## src/design/rtcs_consts.vh

```
/*
 constants for the rtc serial slave access block: address fields, byte layout,
 timing figures at a 10 MHz core clock. no processes, definitions only.
*/
`ifndef RTCS_CONSTS_VH
`define RTCS_CONSTS_VH

// core clock period in ns
`define RTCS_CLK_NS          100
// device address, arbitrary neutral value
`define RTCS_DEV_ADDR        7'h2a
// register address and mode fields of the second byte
`define RTCS_REG_MSB         4
`define RTCS_REG_LSB         0
`define RTCS_MODE_MSB        7
`define RTCS_MODE_LSB        5
// direction bit of the address byte
`define RTCS_RW_BIT          0
// reset value of the internal pointer
`define RTCS_PTR_RST         5'h00
// transaction timeout in ms and its cycle count (rounded down)
`define RTCS_TMO_MS          500
`define RTCS_TMO_CYC         ((`RTCS_TMO_MS * 1000000) / `RTCS_CLK_NS)
// glitch suppression in ns and cycles (rounded up, at least one)
`define RTCS_GLITCH_NS       50
`define RTCS_GLITCH_CYC      ((`RTCS_GLITCH_NS + `RTCS_CLK_NS - 1) / `RTCS_CLK_NS)

`endif

```

## src/design/rtcs_slave.v

```verilog
/*
 two-wire serial slave access logic of a real-time clock.
 assumes the register file sits outside: writes leave through a fifo of
 address/data words, reads are answered combinationally on rd_addr/rd_data.
 the bus pins are raw and asynchronous; sda is open drain (oe high pulls low).
*/
// Behaviour
// - write address plus zero direction bit, acked on ninth clock, enters write.
// - second byte low five bits are register address, upper three transfer mode.
// - each written byte acked while the write queue has room, more accepted; write ends on stop, any start, timeout, backup or a full queue.
// - read-direction address acked, then device drives register data bytes.
// - master ack low gets next byte; no ack ends read before stop.
// - direct read starts at internal pointer, which resets to register zero.
// - time registers held from start to stop.
// - half a second after start the access aborts and hold releases.
// - repeated start does not restart the timeout.
// - bus interface disabled in battery backup mode; counters keep running.
// - other pins stay active in backup mode unless a control bit disables.
// - power-on reset leaves time counting registers untouched.
// - pulses under 50 ns on clock and data are rejected.
// - ack after matching address, register address and each write byte the queue accepts.
// - address bit zero is direction, one read; upper seven the device address.
`timescale 1ns/1ns
`include "rtcs_consts.vh"
module rtcs_slave #(
    parameter [6:0]  DEV_ADDR = `RTCS_DEV_ADDR,
    parameter [31:0] TMO_CYC  = `RTCS_TMO_CYC,
    parameter        FDEPTH   = 8
) (
    input  wire       clk,
    input  wire       rst,
    input  wire       scl_in,
    input  wire       sda_in,
    output wire       sda_out,
    output wire       sda_oe,
    input  wire       backup_mode,
    output wire       time_hold,
    output wire [4:0] wr_addr,
    output wire [7:0] wr_data,
    output wire [2:0] wr_mode,
    output wire       wr_valid,
    input  wire       wr_ready,
    output reg  [4:0] rd_addr,
    input  wire [7:0] rd_data,
    output reg        busy
);
    // byte engine states
    localparam ST_IDLE = 3'h0;
    localparam ST_ADDR = 3'h1;
    localparam ST_REG  = 3'h2;
    localparam ST_WDAT = 3'h3;
    localparam ST_RDAT = 3'h4;
    localparam ST_MACK = 3'h5;
    localparam ST_SKIP = 3'h6;

    // filtered lines, edge marks and bus conditions
    wire        scl;
    wire        sda;
    reg         scl_d;
    reg         sda_d;
    reg  [2:0]  state;
    reg  [3:0]  bitn;
    reg  [7:0]  shreg;
    reg  [7:0]  txreg;
    reg         ack_slot;
    reg         drive_low;
    reg  [2:0]  mode;
    reg  [31:0] tmo;
    wire        fifo_ready;
    reg         push;
    wire        scl_rise;
    wire        scl_fall;
    wire        start_c;
    wire        stop_c;
    wire        timeout;
    wire [7:0]  rx_byte;

    // glitch filters; backup mode forces lines idle so the bus is unseen
    rtcs_filter #(.LEN(`RTCS_GLITCH_CYC)) u_scl (
        .clk   (clk),
        .rst   (rst),
        .pin   (scl_in | backup_mode),
        .level (scl)
    );
    rtcs_filter #(.LEN(`RTCS_GLITCH_CYC)) u_sda (
        .clk   (clk),
        .rst   (rst),
        .pin   (sda_in | backup_mode),
        .level (sda)
    );

    // write words queue toward the register file
    // backup mode idles the bus lines and byte engine but not the queue, so the queue keeps draining
    rtcs_fifo #(.WIDTH(16), .DEPTH(FDEPTH), .AW(3)) u_fifo (
        .clk       (clk),
        .rst       (rst),
        .in_data   ({mode, rd_addr, shreg}),
        .in_valid  (push),
        .in_ready  (fifo_ready),
        .out_data  ({wr_mode, wr_addr, wr_data}),
        .out_valid (wr_valid),
        .out_ready (wr_ready)
    );

    // previous filtered levels for edge and condition detection
    always @(posedge clk)
    begin
        if (rst)
        begin
            scl_d <= 1'b1;
            sda_d <= 1'b1;
        end
        else
        begin
            scl_d <= scl;
            sda_d <= sda;
        end
    end

    // conditions need scl high on two samples, so data moving while scl is low is never a start
    assign scl_rise = scl & ~scl_d;
    assign scl_fall = ~scl & scl_d;
    assign start_c  = scl & scl_d & sda_d & ~sda;
    assign stop_c   = scl & scl_d & ~sda_d & sda;
    assign timeout  = busy && (tmo >= TMO_CYC - 32'h1);
    assign rx_byte  = {shreg[6:0], sda};

    // open-drain data: only ever pulls low
    // drive_low is registered, so sda moves one clock after the filtered fall
    assign sda_out   = 1'b0;
    assign sda_oe    = drive_low & ~backup_mode;
    // time registers frozen while a transaction is open; the counters live outside
    assign time_hold = busy;

    // transaction window and timeout counted from the first start only
    always @(posedge clk)
    begin
        if (rst)
        begin
            busy <= 1'b0;
            tmo  <= 32'h0;
        end
        else if (stop_c || timeout || backup_mode)
        begin
            busy <= 1'b0;
            tmo  <= 32'h0;
        end
        // only the first start opens the window; a repeated start leaves tmo running
        else if (start_c && !busy)
        begin
            busy <= 1'b1;
            tmo  <= 32'h0;
        end
        // no wrap: the window closes long before tmo could overflow
        else if (busy)
            tmo <= tmo + 32'h1;
    end

    // byte engine: shift on rising scl, act on falling scl
    // the ack slot is the ninth clock; bitn counts rises within a byte
    always @(posedge clk)
    begin
        if (rst)
        begin
            state     <= ST_IDLE;
            bitn      <= 4'h0;
            shreg     <= 8'h00;
            txreg     <= 8'h00;
            ack_slot  <= 1'b0;
            drive_low <= 1'b0;
            mode      <= 3'h0;
            rd_addr   <= `RTCS_PTR_RST;
            push      <= 1'b0;
        end
        else
        begin
            // push is a one-clock strobe
            push <= 1'b0;
            if (timeout || stop_c || backup_mode)
            begin
                state     <= ST_IDLE;
                drive_low <= 1'b0;
                ack_slot  <= 1'b0;
            end
            // any start, first or repeated, rewinds the byte engine
            else if (start_c)
            begin
                state     <= ST_ADDR;
                bitn      <= 4'h0;
                ack_slot  <= 1'b0;
                drive_low <= 1'b0;
            end
            // the ninth rise is skipped while the device owns the line
            else if (scl_rise && !ack_slot)
            begin
                shreg <= rx_byte;
                bitn  <= bitn + 4'h1;
                if (state == ST_MACK && sda)
                    state <= ST_SKIP;
            end
            else if (scl_fall)
            begin
                if (ack_slot)
                begin
                    // ninth clock over: release or load the next read byte
                    ack_slot  <= 1'b0;
                    bitn      <= 4'h0;
                    drive_low <= 1'b0;
                    if (state == ST_RDAT)
                    begin
                        txreg     <= {rd_data[6:0], 1'b0};
                        drive_low <= ~rd_data[7];
                    end
                end
                else
                begin
                    case (state)
                    ST_ADDR:
                    begin
                        if (bitn == 4'h8)
                        begin
                            // address byte complete: answer only our own address
                            if (shreg[7:1] == DEV_ADDR)
                            begin
                                ack_slot  <= 1'b1;
                                drive_low <= 1'b1;
                                state     <= shreg[`RTCS_RW_BIT] ? ST_RDAT : ST_REG;
                            end
                            else
                                state <= ST_SKIP;
                        end
                    end
                    ST_REG:
                    begin
                        if (bitn == 4'h8)
                        begin
                            // register byte: pointer and mode for the words that follow
                            rd_addr   <= shreg[`RTCS_REG_MSB:`RTCS_REG_LSB];
                            mode      <= shreg[`RTCS_MODE_MSB:`RTCS_MODE_LSB];
                            ack_slot  <= 1'b1;
                            drive_low <= 1'b1;
                            state     <= ST_WDAT;
                        end
                    end
                    ST_WDAT:
                    begin
                        if (bitn == 4'h8)
                        begin
                            // no ack while the queue is full; master sees a nack
                            if (fifo_ready)
                            begin
                                push      <= 1'b1;
                                ack_slot  <= 1'b1;
                                drive_low <= 1'b1;
                            end
                            else
                                state <= ST_SKIP;
                        end
                    end
                    ST_RDAT:
                    begin
                        if (bitn == 4'h8)
                        begin
                            // release for master ack, step the pointer
                            drive_low <= 1'b0;
                            rd_addr   <= rd_addr + 5'h01;
                            state     <= ST_MACK;
                        end
                        else
                        begin
                            // bits six down to zero leave on the following falls
                            drive_low <= ~txreg[7];
                            txreg     <= {txreg[6:0], 1'b0};
                        end
                    end
                    ST_MACK:
                    begin
                        // master acked low: next byte goes out
                        if (bitn == 4'h9)
                        begin
                            bitn      <= 4'h0;
                            txreg     <= {rd_data[6:0], 1'b0};
                            drive_low <= ~rd_data[7];
                            state     <= ST_RDAT;
                        end
                    end
                    // idle and skip: stay off the line until the next start or stop
                    default:
                        drive_low <= 1'b0;
                    endcase
                end
            end
            // the pointer steps once per byte written, after the word is queued
            if (push)
                rd_addr <= rd_addr + 5'h01;
        end
    end
endmodule

```

## src/design/rtcs_filter.v

```verilog
/*
 two-stage synchroniser followed by a majority-free stability filter for one bus line.
 assumes the raw pin is asynchronous to clk; output changes only after the
 synchronised value has differed from it on LEN+1 samples in a row.
*/
`timescale 1ns/1ns
module rtcs_filter #(
    parameter LEN = 1
) (
    input  wire clk,
    input  wire rst,
    input  wire pin,
    output reg  level
);
    reg       meta;
    reg       sync;
    reg [3:0] cnt;

    // synchroniser, first stage read only by the second
    always @(posedge clk)
    begin
        if (rst)
        begin
            meta <= 1'b1;
            sync <= 1'b1;
        end
        else
        begin
            meta <= pin;
            sync <= meta;
        end
    end

    // a pulse caught by a single clock edge never reaches the output
    always @(posedge clk)
    begin
        if (rst)
        begin
            cnt   <= 4'h0;
            level <= 1'b1;
        end
        else if (sync == level)
            cnt <= 4'h0;
        else if (cnt >= LEN[3:0])
        begin
            cnt   <= 4'h0;
            level <= sync;
        end
        else
            cnt <= cnt + 4'h1;
    end
endmodule

```

## src/design/rtcs_fifo.v

```verilog
/*
 synchronous fifo with valid/ready on both sides, width and depth as parameters.
 assumes one clock; depth is a power of two.
*/
`timescale 1ns/1ns
module rtcs_fifo #(
    parameter WIDTH = 8,
    parameter DEPTH = 8,
    parameter AW    = 3
) (
    input  wire             clk,
    input  wire             rst,
    input  wire [WIDTH-1:0] in_data,
    input  wire             in_valid,
    output wire             in_ready,
    output reg  [WIDTH-1:0] out_data,
    output wire             out_valid,
    input  wire             out_ready
);
    reg [WIDTH-1:0] mem [0:DEPTH-1];
    reg [AW:0]      wr_ptr;
    reg [AW:0]      rd_ptr;
    wire            empty;
    wire            full;
    wire            push;
    wire            pop;
    wire [AW-1:0]   head_idx;

    // full and empty from pointers with a wrap bit
    assign empty     = (wr_ptr == rd_ptr);
    assign full      = (wr_ptr[AW] != rd_ptr[AW]) && (wr_ptr[AW-1:0] == rd_ptr[AW-1:0]);
    assign in_ready  = ~full;
    assign out_valid = ~empty;
    assign push      = in_valid & ~full;
    assign pop       = out_ready & ~empty;

    // storage and pointers
    always @(posedge clk)
    begin
        if (rst)
        begin
            wr_ptr <= {(AW+1){1'b0}};
            rd_ptr <= {(AW+1){1'b0}};
        end
        else
        begin
            if (push)
                wr_ptr <= wr_ptr + 1'b1;
            if (pop)
                rd_ptr <= rd_ptr + 1'b1;
        end
    end

    always @(posedge clk)
    begin
        if (push)
            mem[wr_ptr[AW-1:0]] <= in_data;
    end

    // head word shown from a flip-flop; a word pushed into the head slot goes
    // straight through, so out_data is never stale while out_valid is high
    assign head_idx = pop ? rd_ptr[AW-1:0] + {{(AW-1){1'b0}}, 1'b1} : rd_ptr[AW-1:0];

    always @(posedge clk)
    begin
        if (rst)
            out_data <= {WIDTH{1'b0}};
        else if (push && (wr_ptr[AW-1:0] == head_idx))
            out_data <= in_data;
        else
            out_data <= mem[head_idx];
    end
endmodule

```

## config.mk

```make
export PLATFORM = sky130hd
export DESIGN_NAME = rtcs_slave
export DESIGN_NICKNAME = d
export VERILOG_FILES = /design/src/design/rtcs_slave.v /design/src/design/rtcs_filter.v /design/src/design/rtcs_fifo.v
export VERILOG_INCLUDE_DIRS = /design/src /design/src/design
export SDC_FILE = /design/constraint.sdc
export NUM_CORES = 1
export LEC_CHECK = 0
export ABC_AREA = 1
export BUFFER_PORTS_ARGS = -buffer_cell sky130_fd_sc_hd__buf_2
export CELL_PAD_IN_SITES_DETAIL_PLACEMENT = 0
export CELL_PAD_IN_SITES_GLOBAL_PLACEMENT = 1
export CORE_ASPECT_RATIO = 1.25
export CORE_MARGIN = 1.5
export CORE_UTILIZATION = 43
export CTS_BUF_LIST = sky130_fd_sc_hd__clkbuf_8 sky130_fd_sc_hd__clkbuf_16
export CTS_CLUSTER_SIZE = 12
export DETAILED_ROUTE_END_ITERATION = 6
export MAX_ROUTING_LAYER = met4
export PLACE_DENSITY_LB_ADDON = 0.12
export SLEW_MARGIN = 15
export SYNTH_ARGS = -nofsm -noshare
export SYNTH_HDL_FRONTEND = slang
export SYNTH_SLANG_ARGS = --single-unit
export TNS_END_PERCENT = 50
```

## constraint.sdc

```tcl
create_clock -name clk -period 2.4 [get_ports clk]
set_input_delay 0.6 -clock clk [delete_from_list [all_inputs] [get_ports clk]]
set_output_delay 0.6 -clock clk [all_outputs]
set_load 0.01 [all_outputs]
```

======== Word level (Yosys, flattened, before mapping) ========
Memories as Yosys holds them, arrays and structs flattened. A register that Yosys moved wholly into a read port is not among the register bits.
Cells that the tools add are included.
word-level totals
  flip-flop bits (word level) ............. 91
  memories kept ........................... 1
  logic and storage cells ................. 197
  input bits .............................. 14
  bits in writable memories ............... 128
  output and inout port bits .............. 26
memories
  name        words  bits a word  read ports  clocked after memory_dff  wr ports  RTL line        source
  u_fifo.mem  8      16           1           1                         1         rtcs_fifo.v:20  reg [WIDTH-1:0] mem [0:DEPTH-1];
operators by class
  add/sub/neg operators ................... 8
  multiplexer cells ....................... 54
  order comparisons ....................... 3
  eq/ne operators ......................... 43
  reduce and logical (&&, ||, !) cells .... 35
  bitwise logic cells ..................... 29
operators with widths
  operator                 count
  $mux W5                  8
  $mux W3                  13
  $add A32 B1 Y32 const B  1
  $ge A32 B23 Y1 const B   1
  $mux W8                  4
  $ne A3 B3 Y1 const B     10
  $mux W4                  6
  $reduce_and A8 Y1        3
  $add A4 B1 Y4 const B    5
  $reduce_and A10 Y1       2
  $mux W1                  18
  $ne A3 B2 Y1 const B     6
  $not A1 Y1               17
  $pmux W8 S2              1
  $pmux W3 S5              1
  $ne A4 B3 Y1 const B     3
  $ne A4 B4 Y1 const B     3
  $reduce_or A3 Y1         4
  $and A1 B1 Y1            10
  $pmux W5 S2              1
  $eq A4 B4 Y1 const B     2
  $ge A4 B1 Y1 const B     2
  $ne A2 B1 Y1 const B     4
  $reduce_bool A4 Y1       2
  28 further kinds         45

======== Longest topological paths before layout ========
Gate-level depths: netlist of the first run.
  depth in word-level cells ............... 9
  depth in mapped cells ................... 16
  mapped depth without buffers ............ 16

======== Hierarchy ========
From an unflattened synthesis of the first run, not the netlist that was laid out.
second synthesis, totals
  cells, all modules ...................... 1244
  area, all modules ....................... 11178.2 µm²
modules (own cells, without submodules)
  module       cells an instance  times used  seq. area each (µm²)  area each (µm²)
  rtcs_fifo    593                1           4324.1                6573.8
  rtcs_slave   577                1           1361.3                3996.3
  rtcs_filter  37                 2           140.1                 304.0

======== Worst setup path before layout of the first run ========
Ideal clock, no wire load.
  kind .................................... register to register
  start ................................... register u_fifo.wr_ptr[1]
  end ..................................... memory u_fifo.mem[6][0] (enable)
  library setup time ...................... 0.409 ns
  buffers on the path ..................... 0
  cell stages (with the launch flop) ...... 10
  data required time ...................... 1.991 ns
  arrival time ............................ 2.196 ns
  period minus slack after synthesis ...... 2.606 ns
  setup slack ............................. -0.206 ns
  cell sequence ........................... dfxtp_1 -> inv_2 -> nand2_1 -> nand2_1 -> nor2_2 -> nand3_1 -> nand2_1 -> inv_2 -> nand2_1 -> nor3_1
on the way
  word-level cells in the longest chain between the ends .. 6
RTL lines
  what                           RTL line        source
  start: declaration             rtcs_fifo.v:21  reg [AW:0] wr_ptr;
  start signal: assignment       rtcs_fifo.v:42  wr_ptr <= {(AW+1){1'b0}};
  start signal: assignment       rtcs_fifo.v:48  wr_ptr <= wr_ptr + 1'b1;
  $eq A3 B3 Y1                   rtcs_fifo.v:31  assign full = (wr_ptr[AW] != rd_ptr[AW]) && (wr_ptr[AW-1:0] == rd_ptr[AW-1:0]);
  $logic_and A1 B1 Y1            rtcs_fifo.v:31
  $not A1 Y1                     n/a
  $and A1 B1 Y1                  rtcs_fifo.v:34  assign push = in_valid & ~full;
  $mux W1                        rtcs_fifo.v:56  if (push)
  $mux W1 (not written as such)  rtcs_fifo.v:57  mem[wr_ptr[AW-1:0]] <= in_data;
  end: declaration               rtcs_fifo.v:20
Parallel ways exist; a longest one is shown, timed or not.

======== Worst setup path in the final report of the first run ========
  start ................................... register u_fifo.rd_ptr[0]
  end ..................................... output port wr_valid
on the way
  word-level cells in the longest chain between the ends .. 2
RTL lines
  what                      RTL line         source
  start: declaration        rtcs_fifo.v:22   reg [AW:0] rd_ptr;
  start signal: assignment  rtcs_fifo.v:43   rd_ptr <= {(AW+1){1'b0}};
  start signal: assignment  rtcs_fifo.v:50   rd_ptr <= rd_ptr + 1'b1;
  $eq A4 B4 Y1              rtcs_fifo.v:30   assign empty = (wr_ptr == rd_ptr);
  $not A1 Y1                rtcs_fifo.v:33   assign out_valid = ~empty;
  end: declaration          rtcs_slave.v:41  output wire wr_valid,
Every way passes these cells.

==> results.yml, run 1 <==
outcome:
  status: "finished, final reports clean"
synthesis:
  syn_inst: 1189
  synth_compound_area_share_pct: 3.608
  synth_top_family_by_area: "simple AND/OR/NAND/NOR gates"
  yosysMostFrequentCell: "nand2_1"
  synth_area_mm2: 0.01047
  synthTopCellsByArea: "edfxtp_1 (37%), dfxtp_1 (20%), nand3_1 (12%), nand2_1 (9.4%), inv_1 (4.3%)"
  ys_types: 42
  syn_area_per_cell_um2: 8.808
  synthSimpleGateAreaFrac_pct: 28.57
  synth_common_cells: "nand2_1 (262), nand3_1 (241), edfxtp_1 (128)"
  async_flop_share_pct: 0
  ys_seq_area_share_pct: 56.97
  yosysTopAreaCellShare_pct: 36.70
  synth_adder_area_share_pct: 1.553
  ys_warn_count: 0
  muxShareOfSynthArea_pct: 0
  synth-xor-area-share_pct: 2.760
  synth_ff_type: "edfxtp_1"
  ys_seq_elements: 234
  synth-edff-count: 128
  yosysTopAreaCell: "edfxtp_1"
power_and_ir_drop:
  p_leak_uw: 0.005103
  power_density_mw_per_mm2: 668.5
  pwr-share-clk_pct: 46.3
  switching_share_pct: 20.85
  intPower_uw: 6493
  power_frac_seq_pct: 51.6
  comb_power_share_pct: 2.2
  total_power_uw: 8203
  power_switching_uw: 1711
  ir_drop_mv: 0.5510
setup_path:
  end_kind: "output pin"
  crit_type: "flop to output pin"
  r2r-start: "u_fifo.rd_ptr[0]"
  worstPathRequired_ns: 1.80
  crit_start: "u_fifo.rd_ptr[0]"
  crit_fanout: 8
  startpoint_type: "flop"
  arrival_ns: 1.58
global_routing:
  overflow: 0
  grt_pass1_vias: 8090
  grt_use_total_pct: 22.79
  grt_first_pass_wirelength_mm: 43.24
  grt_max_degree: 42
  antenna_found_initial: 0
placement:
  portBuffers: 38
  placed_area_mm2: 0.01144
  place.gp.congestion: 0.8652
  dp_hpwl_mm: 17.35
drt:
  vias: 8219
  first_pass_iters: 5
  drc: 0
  wl_per_cell_um: 16.71
  drt-total-wl_mm: 26.91
  route.antenna.remaining_nets: 0
  viasPerCell: 5.105
  drt-initial-drc-count: 417
clock_tree:
  cts_tree: "yes"
  clk_path_buf_depth: 3
  postCtsSetupBuffers: 0
  clk_latency_ns: 0.52
  clkTransAtPathRegs_ns: 0.06
  ctsResizeCount: 0
  cts.sinks: 234
  root_buffer: "clkbuf_16"
  htree_levels: 1
  cts.hold.buffers_added: 0
  cts_made_buffers: 26
floorplan:
  num_rows: 63
  fp.dieH_um: 177.5
  pin_count: 40
  fp.dieW_um: 142.6
  die_area_mm2: 0.02531
  start_util_pct: 43.99
  core_area_mm2: 0.02381
timing:
  min_period_ns: 2.180
  max_clock_freq_mhz: 458.7
  timing.final.crit_share_pct: 90.85
  fin_skew_ns: 0.008534
  hold_viol_final: 0
  worst_pin_slew_ns: 0.5707
  setup_viol: 0
  setup_tns_ns: 0
  finalMaxSlewViolations: 0
  rsz0062_at_grt: "no"
  slew_headroom_pct: 61.81
finish:
  drive_gt1_share_pct: 12.38
  syn_to_final_growth_pct: 17.18
  fin_area_mm2: 0.01227
  final_util_pct: 51.55
  layout.nets: 1291
min_path:
  hold_path.class: "input pin to flop"
  hp-start: "scl_in"
flow_run:
  max_cap_violations: 0
## power groups by stage
stage	Clock [uW]	Sequential, uW	Combinational (uW)
detailed placement	0	4310	183
CTS	3890	4230	183
floorplan	0	4320	106
finish	3790	4230	180
global placement	0	4310	183
global route	4030	4230	206
## per-layer routing
metal  vias to the layer above  GRT usage [%]  part of all wire (%)
li1                       4110              -                     -
met1                      3879          27.24                    42
met2                       186          40.39                    51
met3                        44          2.671                   4.4
met4                         0          6.443                   2.3
met5                         -              -                     0
## final cells by class
class | instances | area, um2
clock inverter | 18 | 105.1
fill | 2346 | 11530
sequential | 234 | 5966
clock buffer | 30 | 716.9
timing repair buffer | 89 | 748.2
tap | 325 | 406.6
antenna | 1 | 2.502
multi-input combinational | 787 | 3854
inverter | 126 | 473.0
## through the flow
stage	setup slack, ns	cells	hold slack, ns
2_1_floorplan	0.2269	1191	0.3895
3_3_place_gp	0.2719	1561	0.3905
3_5_place_dp	0.2564	1561	0.3985
4_1_cts	0.1996	1609	0.2303
5_1_grt	0.04438	1609	0.2409
6_report	0.2197	1610	0.2477
## cell families (layout without fill, tap and decap cells)
kind of cell	after synthesis	after routing
DFF	234	234
and+or+nand+nor	670	670
other	1	4
buffers and inverters	170	263
xor gates and xnor gates	30	30
AOI/OAI and AO/OA	71	71
adders and majority gates	13	13
## worst max-delay path: stages (launching register included)
cell,delay (ns)
dfxtp_1,0.41
inv_2,0.06
nand2_1,0.06
nand2_1,0.08
nor2_2,0.14
nand2_2,0.13
buf_2,0.18
## path summary, 6_finish.rpt
| path | to | slack, ns | cells after the start |
|---|---|---|---|
| max | wr_valid | 0.22 | 6 |
| min reg2reg | u_scl.sync | 0.41 | 1 |
| max reg2reg | u_fifo.out_data[11] | 0.27 | 14 |
| min | u_scl.meta | 0.25 | 3 |
## state kept, by name (all words and copies together), names as in the netlist, 3 cells and up
name / count
u_sda.cnt: 4
rd_addr: 5
mode: 3
u_fifo.rd_ptr: 4
u_fifo.out_data: 16
shreg: 8
bitn: 4
state: 3
u_fifo.wr_ptr: 4
tmo: 32
u_fifo.mem: 128
u_scl.cnt: 4
txreg: 7
## layout by cell type (no fill, tap or decap), types with 2 or more instances in the layout
cell type	instances
ha_1	13
edfxtp_1	128
and3_1	2
xor2_1	14
buf_12	14
nor4_1	6
a21oi_1	39
clkinv_2	3
inv_2	6
o21ai_0	22
nand2_1	261
nor3b_1	4
nor2_1	102
nor3_1	14
nand2_2	5
clkbuf_16	27
nor2_2	7
nand3_1	241
nand4_1	10
conb_1	3
nand3b_1	3
clkinv_1	3
xnor2_1	14
dfxtp_1	106
clkbuf_8	3
o211ai_1	4
buf_2	38
buf_4	37
inv_1	130
or2_2	8
Power figures use the tool's default switching activity.
==> run 2: changes to the inputs <==
--- a/config.mk
+++ b/config.mk
@@ -12,7 +12,7 @@
 export CELL_PAD_IN_SITES_GLOBAL_PLACEMENT = 1
 export CORE_ASPECT_RATIO = 1.25
 export CORE_MARGIN = 1.5
-export CORE_UTILIZATION = 43
+export CORE_UTILIZATION = 45
 export CTS_BUF_LIST = sky130_fd_sc_hd__clkbuf_8 sky130_fd_sc_hd__clkbuf_16
 export CTS_CLUSTER_SIZE = 12
 export DETAILED_ROUTE_END_ITERATION = 6
==> constraint.sdc (replaced) <==
create_clock -name clk -period 2.41 [get_ports clk]
set_input_delay 0.6025 -clock clk [delete_from_list [all_inputs] [get_ports clk]]
set_output_delay 0.6025 -clock clk [all_outputs]
set_load 0.01 [all_outputs]
==> run 2 against run 1 <==
Net effect: the run now ends with DRC left; critical path depth unchanged; final cell count down 2.7%; clock skew up 0.011 ns; routed wire length up 2.0%; global-route usage up 0.78 points; non-clock buffer count down 4; clock-buffer cell count unchanged; via count down 0.58%.
==> results.yml, run 2 (synthesis results as in run 1) <==
placement:
  portBuffers: 38
  dp_hpwl_mm: 17.46
  placed_cells: 1520
  place.gp.congestion: 0.8565
  placed_area_mm2: 0.01132
clock_tree:
  cts_tree: "yes"
  root_buffer: "clkbuf_16"
  clk_path_buf_depth: 3
  ctsResizeCount: 0
  cts_made_buffers: 25
  htree_levels: 1
  cts.sinks: 234
  cts.hold.buffers_added: 0
  postCtsSetupBuffers: 0
  clkTransAtPathRegs_ns: 0.06
  clk_latency_ns: 0.53
finish:
  syn_to_final_growth_pct: 15.64
  final_common_cell: "nand2_1"
  largest_register_ffs: 128
  final_cells: 1566
  diodes: 0
  fin_area_mm2: 0.01211
  layout.nets: 1286
  final_cell_mix: "nand2_1 (262), nand3_1 (241), inv_1 (132), edfxtp_1 (128), dfxtp_1 (106)"
  final_util_pct: 52.92
  drive_gt1_share_pct: 11.89
timing:
  hold_viol_final: 0
  setup_viol: 0
  fin_skew_ns: 0.01913
  worst_pin_slew_ns: 0.5407
  min_period_ns: 2.217
  rsz0062_at_grt: "no"
  slew_headroom_pct: 63.82
  finalMaxSlewViolations: 0
  setup_tns_ns: 0
  max_clock_freq_mhz: 451.0
  timing.final.crit_share_pct: 92.00
setup_path:
  end_kind: "output pin"
  reg2reg_depth: 13
  crit_fanout: 8
  crit_type: "flop to output pin"
  startpoint_type: "flop"
  arrival_ns: 1.61
  worstPathRequired_ns: 1.81
drt:
  drt-total-wl_mm: 27.45
  drc: 3
  drt-initial-drc-count: 474
  route.antenna.remaining_nets: 0
  wl_per_cell_um: 17.53
  vias: 8171
  viasPerCell: 5.218
  first_pass_iters: 7
global_routing:
  antenna_found_initial: 0
  grt_use_total_pct: 23.56
  grt_pass1_vias: 7933
  grt_max_degree: 35
  overflow: 0
  grt_first_pass_wirelength_mm: 43.28
floorplan:
  pin_count: 40
  fp.dieH_um: 173.6
  die_area_mm2: 0.02420
  core_area_mm2: 0.02288
  fp.dieW_um: 139.4
  start_util_pct: 45.76
  num_rows: 62
min_path:
  hold_depth: 3
  hold_path.class: "input pin to flop"
flow_run:
  max_cap_violations: 0
power_and_ir_drop:
  p_leak_uw: 0.005045
  power_density_mw_per_mm2: 668.2
  ir_drop_mv: 0.4617
outcome:
  status: "finished, violations left"
  violations: "DRC"
[run 2: cell types whose count changed in the layout (fill, tap and decap cells not counted), moves of 2 or more]
cell       previous run  this run
clkbuf_8              3         5
clkbuf_16            27        25
inv_1               130       132
clkinv_1              3         0
clkinv_2              3         1
buf_12               14        10
[run 2: layout make-up]
| class | instances | area (um2) |
|---|---|---|
| fillers | 2131 | 10770 |
| flip-flops and latches | 234 | 5966 |
| multi-input cells | 787 | 3849 |
| clock buffers | 30 | 694.4 |
| repair buffers | 85 | 668.1 |
| inverters | 126 | 473.0 |
| well taps | 288 | 360.3 |
| clock inverters | 16 | 100.1 |
[run 2: path summary, 6_finish.rpt]
| check | from | endpoint | slack, ns |
|---|---|---|---|
| max | u_fifo.rd_ptr[0] | wr_valid | 0.19 |
| min | sda_in | u_sda.meta | 0.25 |
| max reg2reg | u_fifo.rd_ptr[0] | u_fifo.out_data[9] | 0.21 |
| min reg2reg | u_scl.meta | u_scl.sync | 0.41 |
[run 2: power by group]
part	switching [uW]	internal, uW	total, uW	leakage, uW
logic	114	58.7	172	0.00249
clock network	1560	2140	3700	0.000437
registers	22.8	4190	4220	0.00212
[run 2: worst max-delay path, cell delays in order, from the launching register on]
cell	delay [ns]
dfxtp_1	0.44
inv_2	0.07
nand2_1	0.06
nand2_1	0.08
nor2_2	0.14
nand2_2	0.13
buf_2	0.17
[run 2: per-layer routing]
layer	track usage, %	vias up	wire length, um
met1	28.34	3846	11720
met3	2.624	58	1158
met2	41.19	171	13800
met5	-	-	0
li1	-	4096	-
met4	7.757	0	759
[run 2: stage by stage]
step                      setup WS, ns  total power [uW]  hold slack [ns]
after global placement          0.2413              4476           0.3911
after global routing         0.0009508              8356           0.2403
after floorplan                 0.2369              4404           0.3895
after CTS                       0.1884              8168           0.2378
final                           0.1929              8092           0.2547
after detailed placement        0.2506              4477           0.3986
